===== src/common/acfc_pkg.sv =====
// Shared constants, types and timing for the strobe FIFO controller.
// Assumes a single 20 MHz system clock; device times are slowest grade.
package acfc_pkg;

  localparam int CLK_PERIOD_NS = 50;
  localparam int SYNC_STAGES   = 2;

  // Device timing, in ns
  localparam int T_PW_NS   = 25;
  localparam int T_WR_NS   = 10;
  localparam int T_PR_NS   = 25;
  localparam int T_ACC_NS  = 25;
  localparam int T_RR_NS   = 10;
  localparam int T_PMR_NS  = 25;
  localparam int T_RMR_NS  = 10;
  localparam int T_RPW_NS  = 25;
  localparam int T_PRT_NS  = 25;
  localparam int T_RTR_NS  = 10;
  localparam int T_FLAG_NS = 35;

  // Least time in whole cycles, never below one
  function automatic int cyc_min(input int ns);
    int c;
    c = (ns + CLK_PERIOD_NS - 1) / CLK_PERIOD_NS;
    return (c < 1) ? 1 : c;
  endfunction : cyc_min

  localparam logic [3:0] WR_LOW_CYC = 4'(cyc_min(T_PW_NS));
  localparam logic [3:0] WR_REC_CYC = 4'(cyc_min(T_WR_NS));
  localparam logic [3:0] RD_LOW_CYC = 4'(cyc_min(T_ACC_NS > T_PR_NS ? T_ACC_NS : T_PR_NS)
                                         + SYNC_STAGES);
  localparam logic [3:0] RD_REC_CYC = 4'(cyc_min(T_RR_NS));
  localparam logic [3:0] CLR_PRE_CYC = 4'(cyc_min(T_RPW_NS));
  localparam logic [3:0] CLR_LOW_CYC = 4'(cyc_min(T_PMR_NS));
  localparam logic [3:0] CLR_REC_CYC = 4'(cyc_min(T_RMR_NS));
  localparam logic [3:0] RT_LOW_CYC  = 4'(cyc_min(T_PRT_NS));
  localparam logic [3:0] RT_REC_CYC  = 4'(cyc_min(T_RTR_NS));
  // Flag delay plus synchroniser plus one cycle of margin
  localparam logic [3:0] SETTLE_CYC  = 4'(cyc_min(T_FLAG_NS) + SYNC_STAGES + 1);

  localparam int DEV_DEPTH   = 8192;
  localparam int WORD_W      = 9;
  localparam int BUF_DEPTH   = 16;

  typedef struct packed {
    logic store_n;
    logic fetch_n;
    logic replay_n;
    logic clear_all_n;
  } acfc_pins_t;

  localparam acfc_pins_t PINS_IDLE = '{store_n: 1'b1, fetch_n: 1'b1,
                                       replay_n: 1'b1, clear_all_n: 1'b1};

  typedef struct packed {
    logic full_n;
    logic empty_n;
    logic half_n;
  } acfc_flags_t;

  typedef enum logic [3:0] {
    ST_IDLE    = 4'h0,
    ST_CLR_PRE = 4'h1,
    ST_CLR_LOW = 4'h2,
    ST_CLR_REC = 4'h3,
    ST_WR_LOW  = 4'h4,
    ST_WR_REC  = 4'h5,
    ST_RD_LOW  = 4'h6,
    ST_RD_REC  = 4'h7,
    ST_RT_LOW  = 4'h8,
    ST_RT_REC  = 4'h9,
    ST_SETTLE  = 4'ha
  } acfc_state_t;

endpackage : acfc_pkg


===== src/verilog/acfc_sync.sv =====
// Two-stage synchroniser for a bus of independent level signals.
// Assumes each bit is stable long enough to be caught; no bus coherency.
`timescale 1ns/10ps
`default_nettype none
module acfc_sync #(
  parameter int W = 1
) (
  // Clock and reset
  input  wire logic         sys_clk,
  input  wire logic         rst_b,
  // Data
  input  wire logic [W-1:0] d,
  output var  logic [W-1:0] q
);
  logic [W-1:0] meta_q;

  always_ff @(posedge sys_clk or negedge rst_b)
  begin
    if (!rst_b)
    begin
      meta_q <= '1;
      q      <= '1;
    end
    else
    begin
      meta_q <= d;
      q      <= meta_q;
    end
  end
endmodule : acfc_sync
`default_nettype wire


===== src/verilog/acfc_fifo.sv =====
// Small synchronous buffer with valid/ready on both sides.
// Assumes one clock; read data comes out of a register.
`timescale 1ns/10ps
`default_nettype none
module acfc_fifo #(
  parameter int W     = 9,
  parameter int DEPTH = 16
) (
  // Clock and reset
  input  wire logic         sys_clk,
  input  wire logic         rst_b,
  // Fill side
  input  wire logic         in_valid,
  input  wire logic [W-1:0] in_data,
  output var  logic         in_ready,
  // Drain side
  output var  logic         out_valid,
  output var  logic [W-1:0] out_data,
  input  wire logic         out_ready
);
  localparam int AW = $clog2(DEPTH);

  logic [W-1:0]  mem_q [DEPTH];
  logic [AW-1:0] wptr_q, wptr_d, rptr_q, rptr_d;
  logic [AW:0]   cnt_q, cnt_d;
  logic          rdy_q, rdy_d, vld_q, vld_d;
  logic [W-1:0]  dat_q, dat_d;
  logic          push, load;

  always_comb
  begin
    push   = in_valid && rdy_q;
    load   = (cnt_q != '0) && (!vld_q || out_ready);
    wptr_d = push ? AW'(wptr_q + 1'b1) : wptr_q;
    rptr_d = load ? AW'(rptr_q + 1'b1) : rptr_q;
    cnt_d  = cnt_q;
    if (push && !load)
      cnt_d = (AW+1)'(cnt_q + 1'b1);
    else if (load && !push)
      cnt_d = (AW+1)'(cnt_q - 1'b1);
    // Ready is registered so the source sees an honest full
    rdy_d = (cnt_d != (AW+1)'(DEPTH));
    dat_d = load ? mem_q[rptr_q] : dat_q;
    vld_d = load ? 1'b1 : (out_ready ? 1'b0 : vld_q);
  end

  always_ff @(posedge sys_clk)
  begin
    if (push)
      mem_q[wptr_q] <= in_data;
  end

  always_ff @(posedge sys_clk or negedge rst_b)
  begin
    if (!rst_b)
    begin
      wptr_q <= '0;
      rptr_q <= '0;
      cnt_q  <= '0;
      rdy_q  <= 1'b1;
      vld_q  <= 1'b0;
      dat_q  <= '0;
    end
    else
    begin
      wptr_q <= wptr_d;
      rptr_q <= rptr_d;
      cnt_q  <= cnt_d;
      rdy_q  <= rdy_d;
      vld_q  <= vld_d;
      dat_q  <= dat_d;
    end
  end

  assign in_ready  = rdy_q;
  assign out_valid = vld_q;
  assign out_data  = dat_q;
endmodule : acfc_fifo
`default_nettype wire


===== src/verilog/acfc_ctrl.sv =====
// Controller that drives an asynchronous strobe FIFO part through its pins.
// Assumes the part's flags and data arrive unsynchronised; one 20 MHz clock.
// Function
// - Hold the input word stable across the store strobe's rising edge.
// - Keep both strobes high during replay and its recovery time.
// - Replay only when writes since clear do not exceed the part depth.
// - Standalone mode: chain input low, lead input high before clear.
// - Width expansion shares all controls; any part's flags may be watched.
// - Depth mode needs the chain ring and exactly one lead part.
// - Depth mode: composite flags by ORing; no half full or replay.
`timescale 1ns/10ps
`default_nettype none
module acfc_ctrl
  import acfc_pkg::*;
#(
  parameter int DEPTH  = acfc_pkg::DEV_DEPTH,
  parameter int NPARTS = 1
) (
  // Clock and reset
  input  wire logic                      sys_clk,
  input  wire logic                      rst_b,
  // User write stream
  input  wire logic                      wr_valid,
  input  wire logic [acfc_pkg::WORD_W-1:0] wr_word,
  output var  logic                      wr_ready,
  // User read
  input  wire logic                      rd_req,
  output var  logic                      rd_valid,
  output var  logic [acfc_pkg::WORD_W-1:0] rd_word,
  // User control
  input  wire logic                      clear_req,
  input  wire logic                      replay_req,
  input  wire logic                      depth_mode,
  input  wire logic                      lead_first,
  // User status
  output var  logic                      st_full,
  output var  logic                      st_empty,
  output var  logic                      st_half,
  output var  logic                      busy,
  output var  logic                      replay_refused,
  // Part strobes and data
  output var  acfc_pkg::acfc_pins_t      pins,
  output var  logic [acfc_pkg::WORD_W-1:0] input_word,
  input  wire logic [acfc_pkg::WORD_W-1:0] output_word,
  // Part flags
  input  wire logic [NPARTS-1:0]         full_flag_n,
  input  wire logic [NPARTS-1:0]         empty_flag_n,
  input  wire logic                      half_full_flag_n,
  // Mode straps
  output var  logic                      lead_device_n,
  output var  logic                      chain_in_n_o,
  output var  logic                      chain_in_n_oe
);
  localparam int WCW = $clog2(DEPTH) + 2;
  localparam int SW  = 2*NPARTS + 1 + WORD_W;

  acfc_state_t          st_q, st_d;
  acfc_pins_t           pins_q, pins_d;
  logic [3:0]           tmr_q, tmr_d;
  logic [WORD_W-1:0]    inw_q, inw_d, rdw_q, rdw_d;
  logic [WCW-1:0]       wcnt_q, wcnt_d;
  logic                 rdv_q, rdv_d, rref_q, rref_d;
  logic                 rdp_q, rdp_d, rtp_q, rtp_d, clp_q, clp_d;
  logic                 mode_q, mode_d, lead_q, lead_d;
  logic                 full_q, full_d, empty_q, empty_d, half_q, half_d;
  logic                 busy_q, busy_d;
  logic [SW-1:0]        sync_q;
  logic [WORD_W-1:0]    out_s;
  acfc_flags_t          flg;
  logic                 buf_valid, buf_pop;
  logic [WORD_W-1:0]    buf_data;
  logic                 full_ok, empty_ok, rt_ok;

  acfc_fifo #(
    .W     (WORD_W),
    .DEPTH (BUF_DEPTH)
  ) u_buf (
    .sys_clk   (sys_clk),
    .rst_b     (rst_b),
    .in_valid  (wr_valid),
    .in_data   (wr_word),
    .in_ready  (wr_ready),
    .out_valid (buf_valid),
    .out_data  (buf_data),
    .out_ready (buf_pop)
  );

  // Flags and read data come from the part's own timing domain
  acfc_sync #(
    .W (SW)
  ) u_sync (
    .sys_clk (sys_clk),
    .rst_b   (rst_b),
    .d       ({full_flag_n, empty_flag_n, half_full_flag_n, output_word}),
    .q       (sync_q)
  );

  // Composite flags are the OR of the parts' active-low flags
  always_comb
  begin
    out_s       = sync_q[WORD_W-1:0];
    flg.half_n  = sync_q[WORD_W];
    flg.empty_n = |sync_q[WORD_W+NPARTS:WORD_W+1];
    flg.full_n  = |sync_q[SW-1:WORD_W+NPARTS+1];
  end

  always_comb
  begin
    full_ok  = flg.full_n;
    empty_ok = flg.empty_n;
    // Replay only while the part still holds every word written
    rt_ok    = !mode_q && (wcnt_q <= WCW'(DEPTH));
    st_d     = st_q;
    pins_d   = pins_q;
    tmr_d    = (tmr_q != 4'h0) ? 4'(tmr_q - 4'h1) : 4'h0;
    inw_d    = inw_q;
    rdw_d    = rdw_q;
    wcnt_d   = wcnt_q;
    rdv_d    = 1'b0;
    rref_d   = 1'b0;
    mode_d   = mode_q;
    lead_d   = lead_q;
    buf_pop  = 1'b0;
    rdp_d    = rdp_q;
    rtp_d    = rtp_q;
    clp_d    = clp_q;
    full_d   = !flg.full_n;
    empty_d  = !flg.empty_n;
    half_d   = !mode_q && !flg.half_n;
    case (st_q)
      ST_IDLE:
      begin
        if (clp_q)
        begin
          clp_d  = 1'b0;
          mode_d = depth_mode;
          lead_d = depth_mode ? !lead_first : 1'b1;
          st_d   = ST_CLR_PRE;
          tmr_d  = 4'(CLR_PRE_CYC - 4'h1);
        end
        else if (rtp_q)
        begin
          rtp_d = 1'b0;
          if (rt_ok)
          begin
            pins_d.replay_n = 1'b0;
            st_d  = ST_RT_LOW;
            tmr_d = 4'(RT_LOW_CYC - 4'h1);
          end
          else
            rref_d = 1'b1;
        end
        else if (rdp_q && empty_ok)
        begin
          pins_d.fetch_n = 1'b0;
          st_d  = ST_RD_LOW;
          tmr_d = 4'(RD_LOW_CYC - 4'h1);
        end
        else if (buf_valid && full_ok)
        begin
          buf_pop = 1'b1;
          inw_d   = buf_data;
          pins_d.store_n = 1'b0;
          st_d  = ST_WR_LOW;
          tmr_d = 4'(WR_LOW_CYC - 4'h1);
          if (wcnt_q <= WCW'(DEPTH))
            wcnt_d = WCW'(wcnt_q + 1'b1);
        end
      end
      ST_CLR_PRE:
        if (tmr_q == 4'h0)
        begin
          pins_d.clear_all_n = 1'b0;
          st_d  = ST_CLR_LOW;
          tmr_d = 4'(CLR_LOW_CYC - 4'h1);
        end
      ST_CLR_LOW:
        if (tmr_q == 4'h0)
        begin
          pins_d.clear_all_n = 1'b1;
          wcnt_d = '0;
          st_d   = ST_CLR_REC;
          tmr_d  = 4'(CLR_REC_CYC - 4'h1);
        end
      ST_CLR_REC, ST_WR_REC, ST_RD_REC, ST_RT_REC:
        if (tmr_q == 4'h0)
        begin
          // Flags lag every strobe; wait before trusting them
          st_d  = ST_SETTLE;
          tmr_d = 4'(SETTLE_CYC - 4'h1);
        end
      ST_WR_LOW:
        if (tmr_q == 4'h0)
        begin
          pins_d.store_n = 1'b1;
          st_d  = ST_WR_REC;
          tmr_d = 4'(WR_REC_CYC - 4'h1);
        end
      ST_RD_LOW:
        if (tmr_q == 4'h0)
        begin
          rdw_d = out_s;
          rdv_d = 1'b1;
          rdp_d = 1'b0;
          pins_d.fetch_n = 1'b1;
          st_d  = ST_RD_REC;
          tmr_d = 4'(RD_REC_CYC - 4'h1);
        end
      ST_RT_LOW:
        if (tmr_q == 4'h0)
        begin
          pins_d.replay_n = 1'b1;
          st_d  = ST_RT_REC;
          tmr_d = 4'(RT_REC_CYC - 4'h1);
        end
      ST_SETTLE:
        if (tmr_q == 4'h0)
          st_d = ST_IDLE;
      default:
      begin
        st_d   = ST_IDLE;
        pins_d = PINS_IDLE;
      end
    endcase
    // New requests win over the clear of their pending bit
    if (rd_req)
      rdp_d = 1'b1;
    if (replay_req)
      rtp_d = 1'b1;
    if (clear_req)
      clp_d = 1'b1;
    busy_d = (st_d != ST_IDLE);
  end

  always_ff @(posedge sys_clk or negedge rst_b)
  begin
    if (!rst_b)
    begin
      st_q    <= ST_IDLE;
      pins_q  <= PINS_IDLE;
      tmr_q   <= 4'h0;
      inw_q   <= '0;
      rdw_q   <= '0;
      wcnt_q  <= '0;
      rdv_q   <= 1'b0;
      rref_q  <= 1'b0;
      rdp_q   <= 1'b0;
      rtp_q   <= 1'b0;
      clp_q   <= 1'b1;
      mode_q  <= 1'b0;
      lead_q  <= 1'b1;
      full_q  <= 1'b0;
      empty_q <= 1'b1;
      half_q  <= 1'b0;
      busy_q  <= 1'b1;
    end
    else
    begin
      st_q    <= st_d;
      pins_q  <= pins_d;
      tmr_q   <= tmr_d;
      inw_q   <= inw_d;
      rdw_q   <= rdw_d;
      wcnt_q  <= wcnt_d;
      rdv_q   <= rdv_d;
      rref_q  <= rref_d;
      rdp_q   <= rdp_d;
      rtp_q   <= rtp_d;
      clp_q   <= clp_d;
      mode_q  <= mode_d;
      lead_q  <= lead_d;
      full_q  <= full_d;
      empty_q <= empty_d;
      half_q  <= half_d;
      busy_q  <= busy_d;
    end
  end

  assign pins           = pins_q;
  assign input_word     = inw_q;
  assign rd_valid       = rdv_q;
  assign rd_word        = rdw_q;
  assign replay_refused = rref_q;
  assign st_full        = full_q;
  assign st_empty       = empty_q;
  assign st_half        = half_q;
  assign busy           = busy_q;
  assign lead_device_n  = lead_q;
  // Chain input is driven low only in standalone; the ring feeds it otherwise
  assign chain_in_n_o   = 1'b0;
  assign chain_in_n_oe  = !mode_q;

  a_store_full_ok: assert property (@(posedge sys_clk) disable iff (!rst_b)
    $fell(pins_q.store_n) |-> $past(flg.full_n))
    else $error("store strobe issued while part full");

  a_word_held: assert property (@(posedge sys_clk) disable iff (!rst_b)
    $fell(pins_q.store_n) |=> $stable(inw_q) ##1 $stable(inw_q))
    else $error("input word moved around store edge");

  a_fetch_nonempty: assert property (@(posedge sys_clk) disable iff (!rst_b)
    $fell(pins_q.fetch_n) |-> $past(flg.empty_n))
    else $error("fetch strobe issued while part empty");

  a_fetch_capture: assert property (@(posedge sys_clk) disable iff (!rst_b)
    $fell(pins_q.fetch_n) |-> (!pins_q.fetch_n)[*3] ##1 (pins_q.fetch_n && rdv_q))
    else $error("fetch low length or capture wrong");

  a_replay_quiet: assert property (@(posedge sys_clk) disable iff (!rst_b)
    $rose(pins_q.replay_n) |-> (pins_q.store_n && pins_q.fetch_n)[*2])
    else $error("strobe active in replay recovery");

  a_replay_allowed: assert property (@(posedge sys_clk) disable iff (!rst_b)
    $fell(pins_q.replay_n) |-> !mode_q && (wcnt_q <= WCW'(DEPTH)))
    else $error("replay issued when not allowed");

  a_settle_wait: assert property (@(posedge sys_clk) disable iff (!rst_b)
    $rose(pins_q.store_n) |-> ##1 (st_q == ST_SETTLE)[*4] ##1 (st_q == ST_IDLE))
    else $error("flags trusted too early after store");

  a_clear_quiet: assert property (@(posedge sys_clk) disable iff (!rst_b)
    !pins_q.clear_all_n |-> pins_q.store_n && pins_q.fetch_n
      && $past(pins_q.store_n) && $past(pins_q.fetch_n))
    else $error("strobe active around clear");

  a_depth_no_half: assert property (@(posedge sys_clk) disable iff (!rst_b)
    mode_q |=> !half_q)
    else $error("half full reported in depth mode");

  a_standalone_strap: assert property (@(posedge sys_clk) disable iff (!rst_b)
    !mode_q |-> chain_in_n_oe && lead_q)
    else $error("standalone straps wrong");
endmodule : acfc_ctrl
`default_nettype wire


===== config.mk =====
export PLATFORM = sky130hd
export DESIGN_NAME = acfc_ctrl
export DESIGN_NICKNAME = d
export VERILOG_FILES = /design/src/common/acfc_pkg.sv /design/src/verilog/acfc_sync.sv /design/src/verilog/acfc_fifo.sv /design/src/verilog/acfc_ctrl.sv
export SDC_FILE = /design/constraint.sdc
export NUM_CORES = 1
export LEC_CHECK = 0
export ABC_AREA = 1
export ABC_CLOCK_PERIOD_IN_PS = 2600
export BUFFER_PORTS_ARGS = -buffer_cell sky130_fd_sc_hd__clkbuf_2
export CORE_MARGIN = 2
export CORE_UTILIZATION = 42
export CTS_BUF_LIST = sky130_fd_sc_hd__clkbuf_4 sky130_fd_sc_hd__clkbuf_8
export DETAILED_ROUTE_END_ITERATION = 8
export GPL_ROUTABILITY_DRIVEN = 0
export GPL_TIMING_DRIVEN = 1
export PLACE_DENSITY = 0.64
export SLEW_MARGIN = 20
export SYNTH_ARGS = -nofsm -noshare
export SYNTH_HDL_FRONTEND = slang
export SYNTH_SLANG_ARGS = --single-unit

===== constraint.sdc =====
create_clock -name sys_clk -period 2.6 [get_ports sys_clk]
set_clock_uncertainty 0.2 [all_clocks]
set_input_delay 0.52 -clock sys_clk [delete_from_list [all_inputs] [get_ports sys_clk]]
set_output_delay 0.52 -clock sys_clk [all_outputs]
set_load 0.01 [all_outputs]

* Yosys cells after proc, flatten, opt, wreduce, memory -nomap -nowiden
Memory sizes are Yosys's and may differ from the RTL's. A register that Yosys moved wholly into a read port is not among the register bits. Cells that the tools add are included.
Word-level totals: memory bits (writable) 144, register bits after elaboration 95, memory bits (read-only) 0, output and inout port bits 32, logic and storage cells 179, memories 1, bits in latches 0, input port bits 29
Memory list:
- u_buf.mem_q | words 16, width 9, rd ports 1, clocked after memory_dff 1, write ports 1, RTL line acfc_fifo.sv:23 | logic [W-1:0] mem_q [DEPTH];
Operators by class: add/subtract/negate cells 6, magnitude comparators 1, bitwise gates (word level) 7, eq/ne operators 25, divide/modulo/power cells 0, shift-type cells 0, reduce and logical (&&, ||, !) cells 45, multiply operators 0, multiplexer cells 67
Operator list (number):
- 2-to-1 mux 15 bit | 6
- 2-to-1 mux 4 bit | 20
- OR reduction 9 bit | 4
- case mux 4 bit (8 select lines) | 1
- 2-to-1 mux 1 bit | 30
- case mux 15 bit (2 select lines) | 1
- != test 2 bit (second input constant) | 14
- equality test 4 x 3 -> 1 bit (second input constant) | 4
- adder 15 x 1 -> 15 bit (second input constant) | 1
- less-or-equal comparator 15 x 14 -> 1 bit (second input constant) | 1
- AND reduction 5 bit | 3
- equality test 4 bit (second input constant) | 3
- case mux 1 bit (3 select lines) | 4
- case mux 4 bit (3 select lines) | 1
- nonzero test 2 bit | 6
- 2-to-1 mux 5 bit | 2
- zero test 1 bit | 9
- adder 4 x 1 -> 4 bit (second input constant) | 2
- equality test 4 x 2 -> 1 bit (second input constant) | 2
- logical AND 1 bit | 8
- zero test 4 bit | 2
- AND reduction 2 bit | 4
- nonzero test 4 bit | 2
- inverter 1 bit | 7
- other kinds (14) | 14

* Depth between registers and ports, before layout
word-level depth 12, gate-level depth with buffers 13, gate-level depth less buffers 12

* By module
Synthesis repeated with hierarchy kept, for this count alone.
Second synthesis, totals: cells, all modules 1034, area total of the unflattened synthesis 10689.0 sq um
Modules (own cells, without submodules):
- acfc_fifo | seq. area each 4926.0 sq um, area each 7049.3 sq um, cells an instance 618, times used 1
- acfc_ctrl | seq. area each 1411.4 sq um, area each 3009.1 sq um, cells an instance 392, times used 1
- acfc_sync | seq. area each 630.6 sq um, area each 630.6 sq um, cells an instance 24, times used 1

* Worst setup path before layout
No wires, ideal clock.
path kind reg2reg, from reg u_buf.rdy_q (netlist: u_buf.in_ready), to mem u_buf.mem_q[0][0] (enable), arrival time 1593 ps, data required time 2026 ps, stages on the path, launching flop included 6, slack 433 ps, path buffers 1, setup time 374 ps, period minus slack after synthesis 2167 ps, cells stage by stage dfstp_2 > nand2_1 > inv_1 > buf_2 > nand2_1 > nor2_1
Between the ends: longest elaborated chain between the ends 3
Ends and longest elaborated chain:
- start, declared | RTL line acfc_fifo.sv:26 | logic rdy_q, rdy_d, vld_q, vld_d;
- start signal, assigned | RTL line acfc_fifo.sv:69 | rdy_q <= rdy_d;
- logical AND 1 bit | RTL line acfc_fifo.sv:32 | push = in_valid && rdy_q;
- 2-to-1 mux 1 bit | RTL line acfc_fifo.sv:49 | if (push)
- 2-to-1 mux 1 bit (not written as such) | RTL line acfc_fifo.sv:50 | mem_q[wptr_q] <= in_data;
- end, declared | RTL line acfc_fifo.sv:23
Every way passes these cells.

* Final worst setup path
from reg wcnt_q[0], to reg wcnt_q[5]
Between the ends: longest elaborated chain between the ends 7, elaborated cells on any way between the ends 10, classes of those cells add/sub (1); order compare (1); eq/ne (1); mux (6); reduce/logical (1)
Ends and longest elaborated chain:
- start, declared | RTL line acfc_ctrl.sv:61 | logic [WCW-1:0] wcnt_q, wcnt_d;
- start signal, assigned | RTL line acfc_ctrl.sv:264 | wcnt_q <= wcnt_d;
- adder 15 x 1 -> 15 bit | RTL line acfc_ctrl.sv:167 | wcnt_d = WCW'(wcnt_q + 1'b1);
- 2-to-1 mux 15 bit | RTL line acfc_ctrl.sv:166 | if (wcnt_q <= WCW'(DEPTH))
- 2-to-1 mux 15 bit | RTL line acfc_ctrl.sv:159 | else if (buf_valid && full_ok)
- 2-to-1 mux 15 bit | RTL line acfc_ctrl.sv:153 | else if (rdp_q && empty_ok)
- 2-to-1 mux 15 bit | RTL line acfc_ctrl.sv:141 | else if (rtp_q)
- 2-to-1 mux 15 bit | RTL line acfc_ctrl.sv:133 | if (clp_q)
- case mux 15 bit (2 select lines) | RTL line acfc_ctrl.sv:130 | case (st_q)
Several ways; a longest one is shown, not always the timed one. The select of a mux whose other input is x is not followed. A chain may end at the register's enable or synchronous reset.

==> flow_summary.yaml <==
pwr:
  p_leak_nw: 4.94
  p_switching_mw: 4.44
  pwr-share-clk: 0.269
  combPwrFrac: 0.311
  p_per_area_mw_per_mm2: 1000
  intPower_mw: 7.88
  netSwitchingFraction: 0.360
  ir_drop_v: 0.000442
  seqPwrFrac: 0.420
timing:
  worst_pin_slew_ns: 0.595
  period_share: 0.860
  finalHoldViolCount: 0
  drv_slew: 0
  tns_ns: 0
  rsz0062_at_grt: "no"
  fmax_mhz: 447
  period_needed_ns: 2.24
  finalSetupViolCount: 0
  slew_headroom: 0.603
finish:
  insertedDiodeCount: 0
  regArea_mm2: 0.00697
  drive_gt1_frac: 0.209
  utilization: 0.502
  multi_input_area_mm2: 0.00315
  layout_commonest_cell: "nor2_1"
  mostFrequentLayoutCells: "nor2_1, edfxtp_1, nand2_1"
  area_growth_pct: 16.7
  final_nets: 1087
  nFillCells: 2172
route:
  ant_nets: 0
  drtIter0Drc: 507
  drt-wirelength-per-cell_um: 16.2
  vias: 7094
  avgViaCountPerCell: 5.06
  drc_errors: 0
  drtPass1Iterations: 5
  drt_wl_total_mm: 22.7
grt:
  grt_pass1_wl_mm: 36.2
  use_met1: 0.236
  gr-usage-all-layers: 0.176
  grt_start_max_net_pins: 75
  grt-ovfl-total: 0
  first_global_vias: 6895
  met3_usage: 0.0340
  grt_antenna_before_repair: 0
  met2_usage: 0.288
  top_usage_layer: "met2"
die:
  die_height_um: 162
  die_w_um: 162
  fp-row-count: 57
  start_util: 0.430
  core_mm2: 0.0245
  io_pins: 61
  dieArea_mm2: 0.0263
worst_setup_path:
  path_delay_family: "simple AND/OR/NAND/NOR gates"
  crit_path_cell_trace: "inv_1 > ha_1 > nand3_1 > nor2_1 > nand2_1 > o21ai_0 > or2_1 > nand2_2 > inv_2 > nand2_1 > nand2_1"
  critPathMaxStageDelay_ns: 0.45
  endpoint_kind: "register"
  path_max_fanout: 21
  cp-start-kind: "register"
  crit_top_cell: "nand2_1"
  crit_buf_inv: 2
  worstPathArrival_ns: 2.45
  slowest_stage: "dfrtp_1"
  required_ns: 2.81
  worstSetupPathType: "reg2reg"
placement:
  dp_hpwl_mm: 14.0
  placement.io_buffers: 59
clock_network:
  cts_root_buf: "clkbuf_8"
  cts_tree: "done"
  numCtsBuffers: 41
  clock_latency_ns: 0.53
  cts_buffer_depth: 3
  htree_levels: 2
  cts.sinks: 248
  clk_pin_slew_worst_paths_ns: 0.06
yosys:
  netlist_area_mm2: 0.0105
  syn_nets: 980
  synthDistinctLibCells: 47
  syn_inst: 940
  ys.flop_type: "edfxtp_1"
  yosysSeqAreaShare: 0.662
  synth-async-reset-ratio: 0.419
  ys_ff_latch: 248
  syn_area_per_cell_um2: 11.2
  yosys_warnings: 0
  synth_edf_count: 144
status:
  status: "completed"
min_path:
  min_path_type: "in2reg"
run:
  max-cap-violations: 0
-- timing repair --
item	4_1_cts	5_1_grt
buffers inserted	0	0
gates resized for setup	0	0
hold buffers	17	0
endpoints found under the hold margin	51	0
-- final timing paths --
check                            startpoint          endpoint  slack [ns]  depth (start not counted)
max                               wcnt_q[0]         wcnt_q[5]        0.36                         11
min                              depth_mode            mode_q        0.05                          3
max reg2reg                       wcnt_q[0]         wcnt_q[5]        0.36                         11
min reg2reg                u_sync.meta_q[2]       u_sync.q[2]        0.15                          0
max in group asynchronous             rst_b  u_sync.meta_q[1]        1.19                          3
min in group asynchronous             rst_b          tmr_q[3]        0.35                          2
-- synthesized netlist by cell type, types with 2 or more instances --
library cell  count  area (µm²)
ha_1             11         138
nand2_2           3        18.8
mux2_2            9         101
nand2_1         142         533
nand3_1          29         145
xor2_1           20         175
nor2_2            4        25.0
o21ai_2           4        35.0
o211ai_1         32         240
nor2_4            2        22.5
dfstp_2          33         867
a21oi_1           8        40.0
a21o_1            3        22.5
o2111ai_1         2        17.5
buf_6             2        22.5
dfrtp_1          71        1780
nand2_4           2        22.5
clkinv_1          2        7.51
clkbuf_1         25        93.8
o22ai_1           9        56.3
inv_2             4        15.0
o21ai_0          92         460
nand2_8           4        80.1
inv_1            50         188
nand4_1          15        93.8
buf_2             5        25.0
a31oi_1          12        75.1
buf_4             4        30.0
o21ai_1           5        25.0
nor3_1            9        45.0
o221ai_1          5        43.8
nor2_1          161         604
nand3b_1          3        22.5
edfxtp_1        144        4320
o21bai_1          2        15.0
-- through the flow --
stage                     cell area [µm²]  instances  hold WS [ns]  setup WS [ns]  total power [mW]
after global routing                12300       1403        0.0454         0.0410              13.2
after floorplan                     10500        940        0.0244          0.433              7.92
after CTS                           12300       1403       0.00983          0.349              12.5
after global placement              11300       1311         0.146          0.440              9.00
after detailed placement            11300       1311         0.147          0.350              9.07
final                               12300       1403        0.0453          0.364              12.3
-- routing by layer --
| metal | routed length (µm) | vias to the layer above |
|---|---|---|
| met1 | 10100 | 3348 |
| met4 | 544 | 0 |
| li1 | - | 3479 |
| met3 | 1290 | 48 |
| met2 | 10800 | 219 |
| met5 | 0 | - |
-- area by class of cell --
class                      instances  area share
sequential                       248       0.568
multi-input combinational        597       0.257
tap                              324      0.0330
clock inverter                    17     0.00663
timing repair buffer             101      0.0585
inverter                          58      0.0186
clock buffer                      58      0.0589
-- registers in the layout (all words and copies together), names as in the netlist, 4 cells and up --
register,count
u_buf.wptr_q,4
u_sync.meta_q,12
u_buf.cnt_q,5
u_sync.q,12
tmr_q,4
input_word,9
u_buf.rptr_q,4
st_q,4
u_buf.out_data,9
wcnt_q,15
pins,4
rd_word,9
u_buf.mem_q,144
-- power by group through the flow --
stage	registers, mW	logic, mW	clock network [mW]
floorplan	5.17	2.75	0
global placement	5.24	3.76	0
detailed placement	5.25	3.82	0
CTS	5.18	3.86	3.42
global route	5.24	4.34	3.58
finish	5.18	3.83	3.31
-- logic make-up after synthesis --
group           after synthesis  synth area share
xor+xnor                     21            0.0175
simple gates                379             0.159
flops                       248             0.662
fa+ha+maj                    11            0.0131
compound gates              176            0.0997
buf+inv                      95            0.0383
other cells                   1          0.000356
mux                           9           0.00963
-- tightest hold or removal path, stage by stage --
cell and delay (ns):
clkbuf_2 0.08, nand2_1 0.05, o21ai_0 0.07
Note: power is estimated with default switching activity, not from simulation.
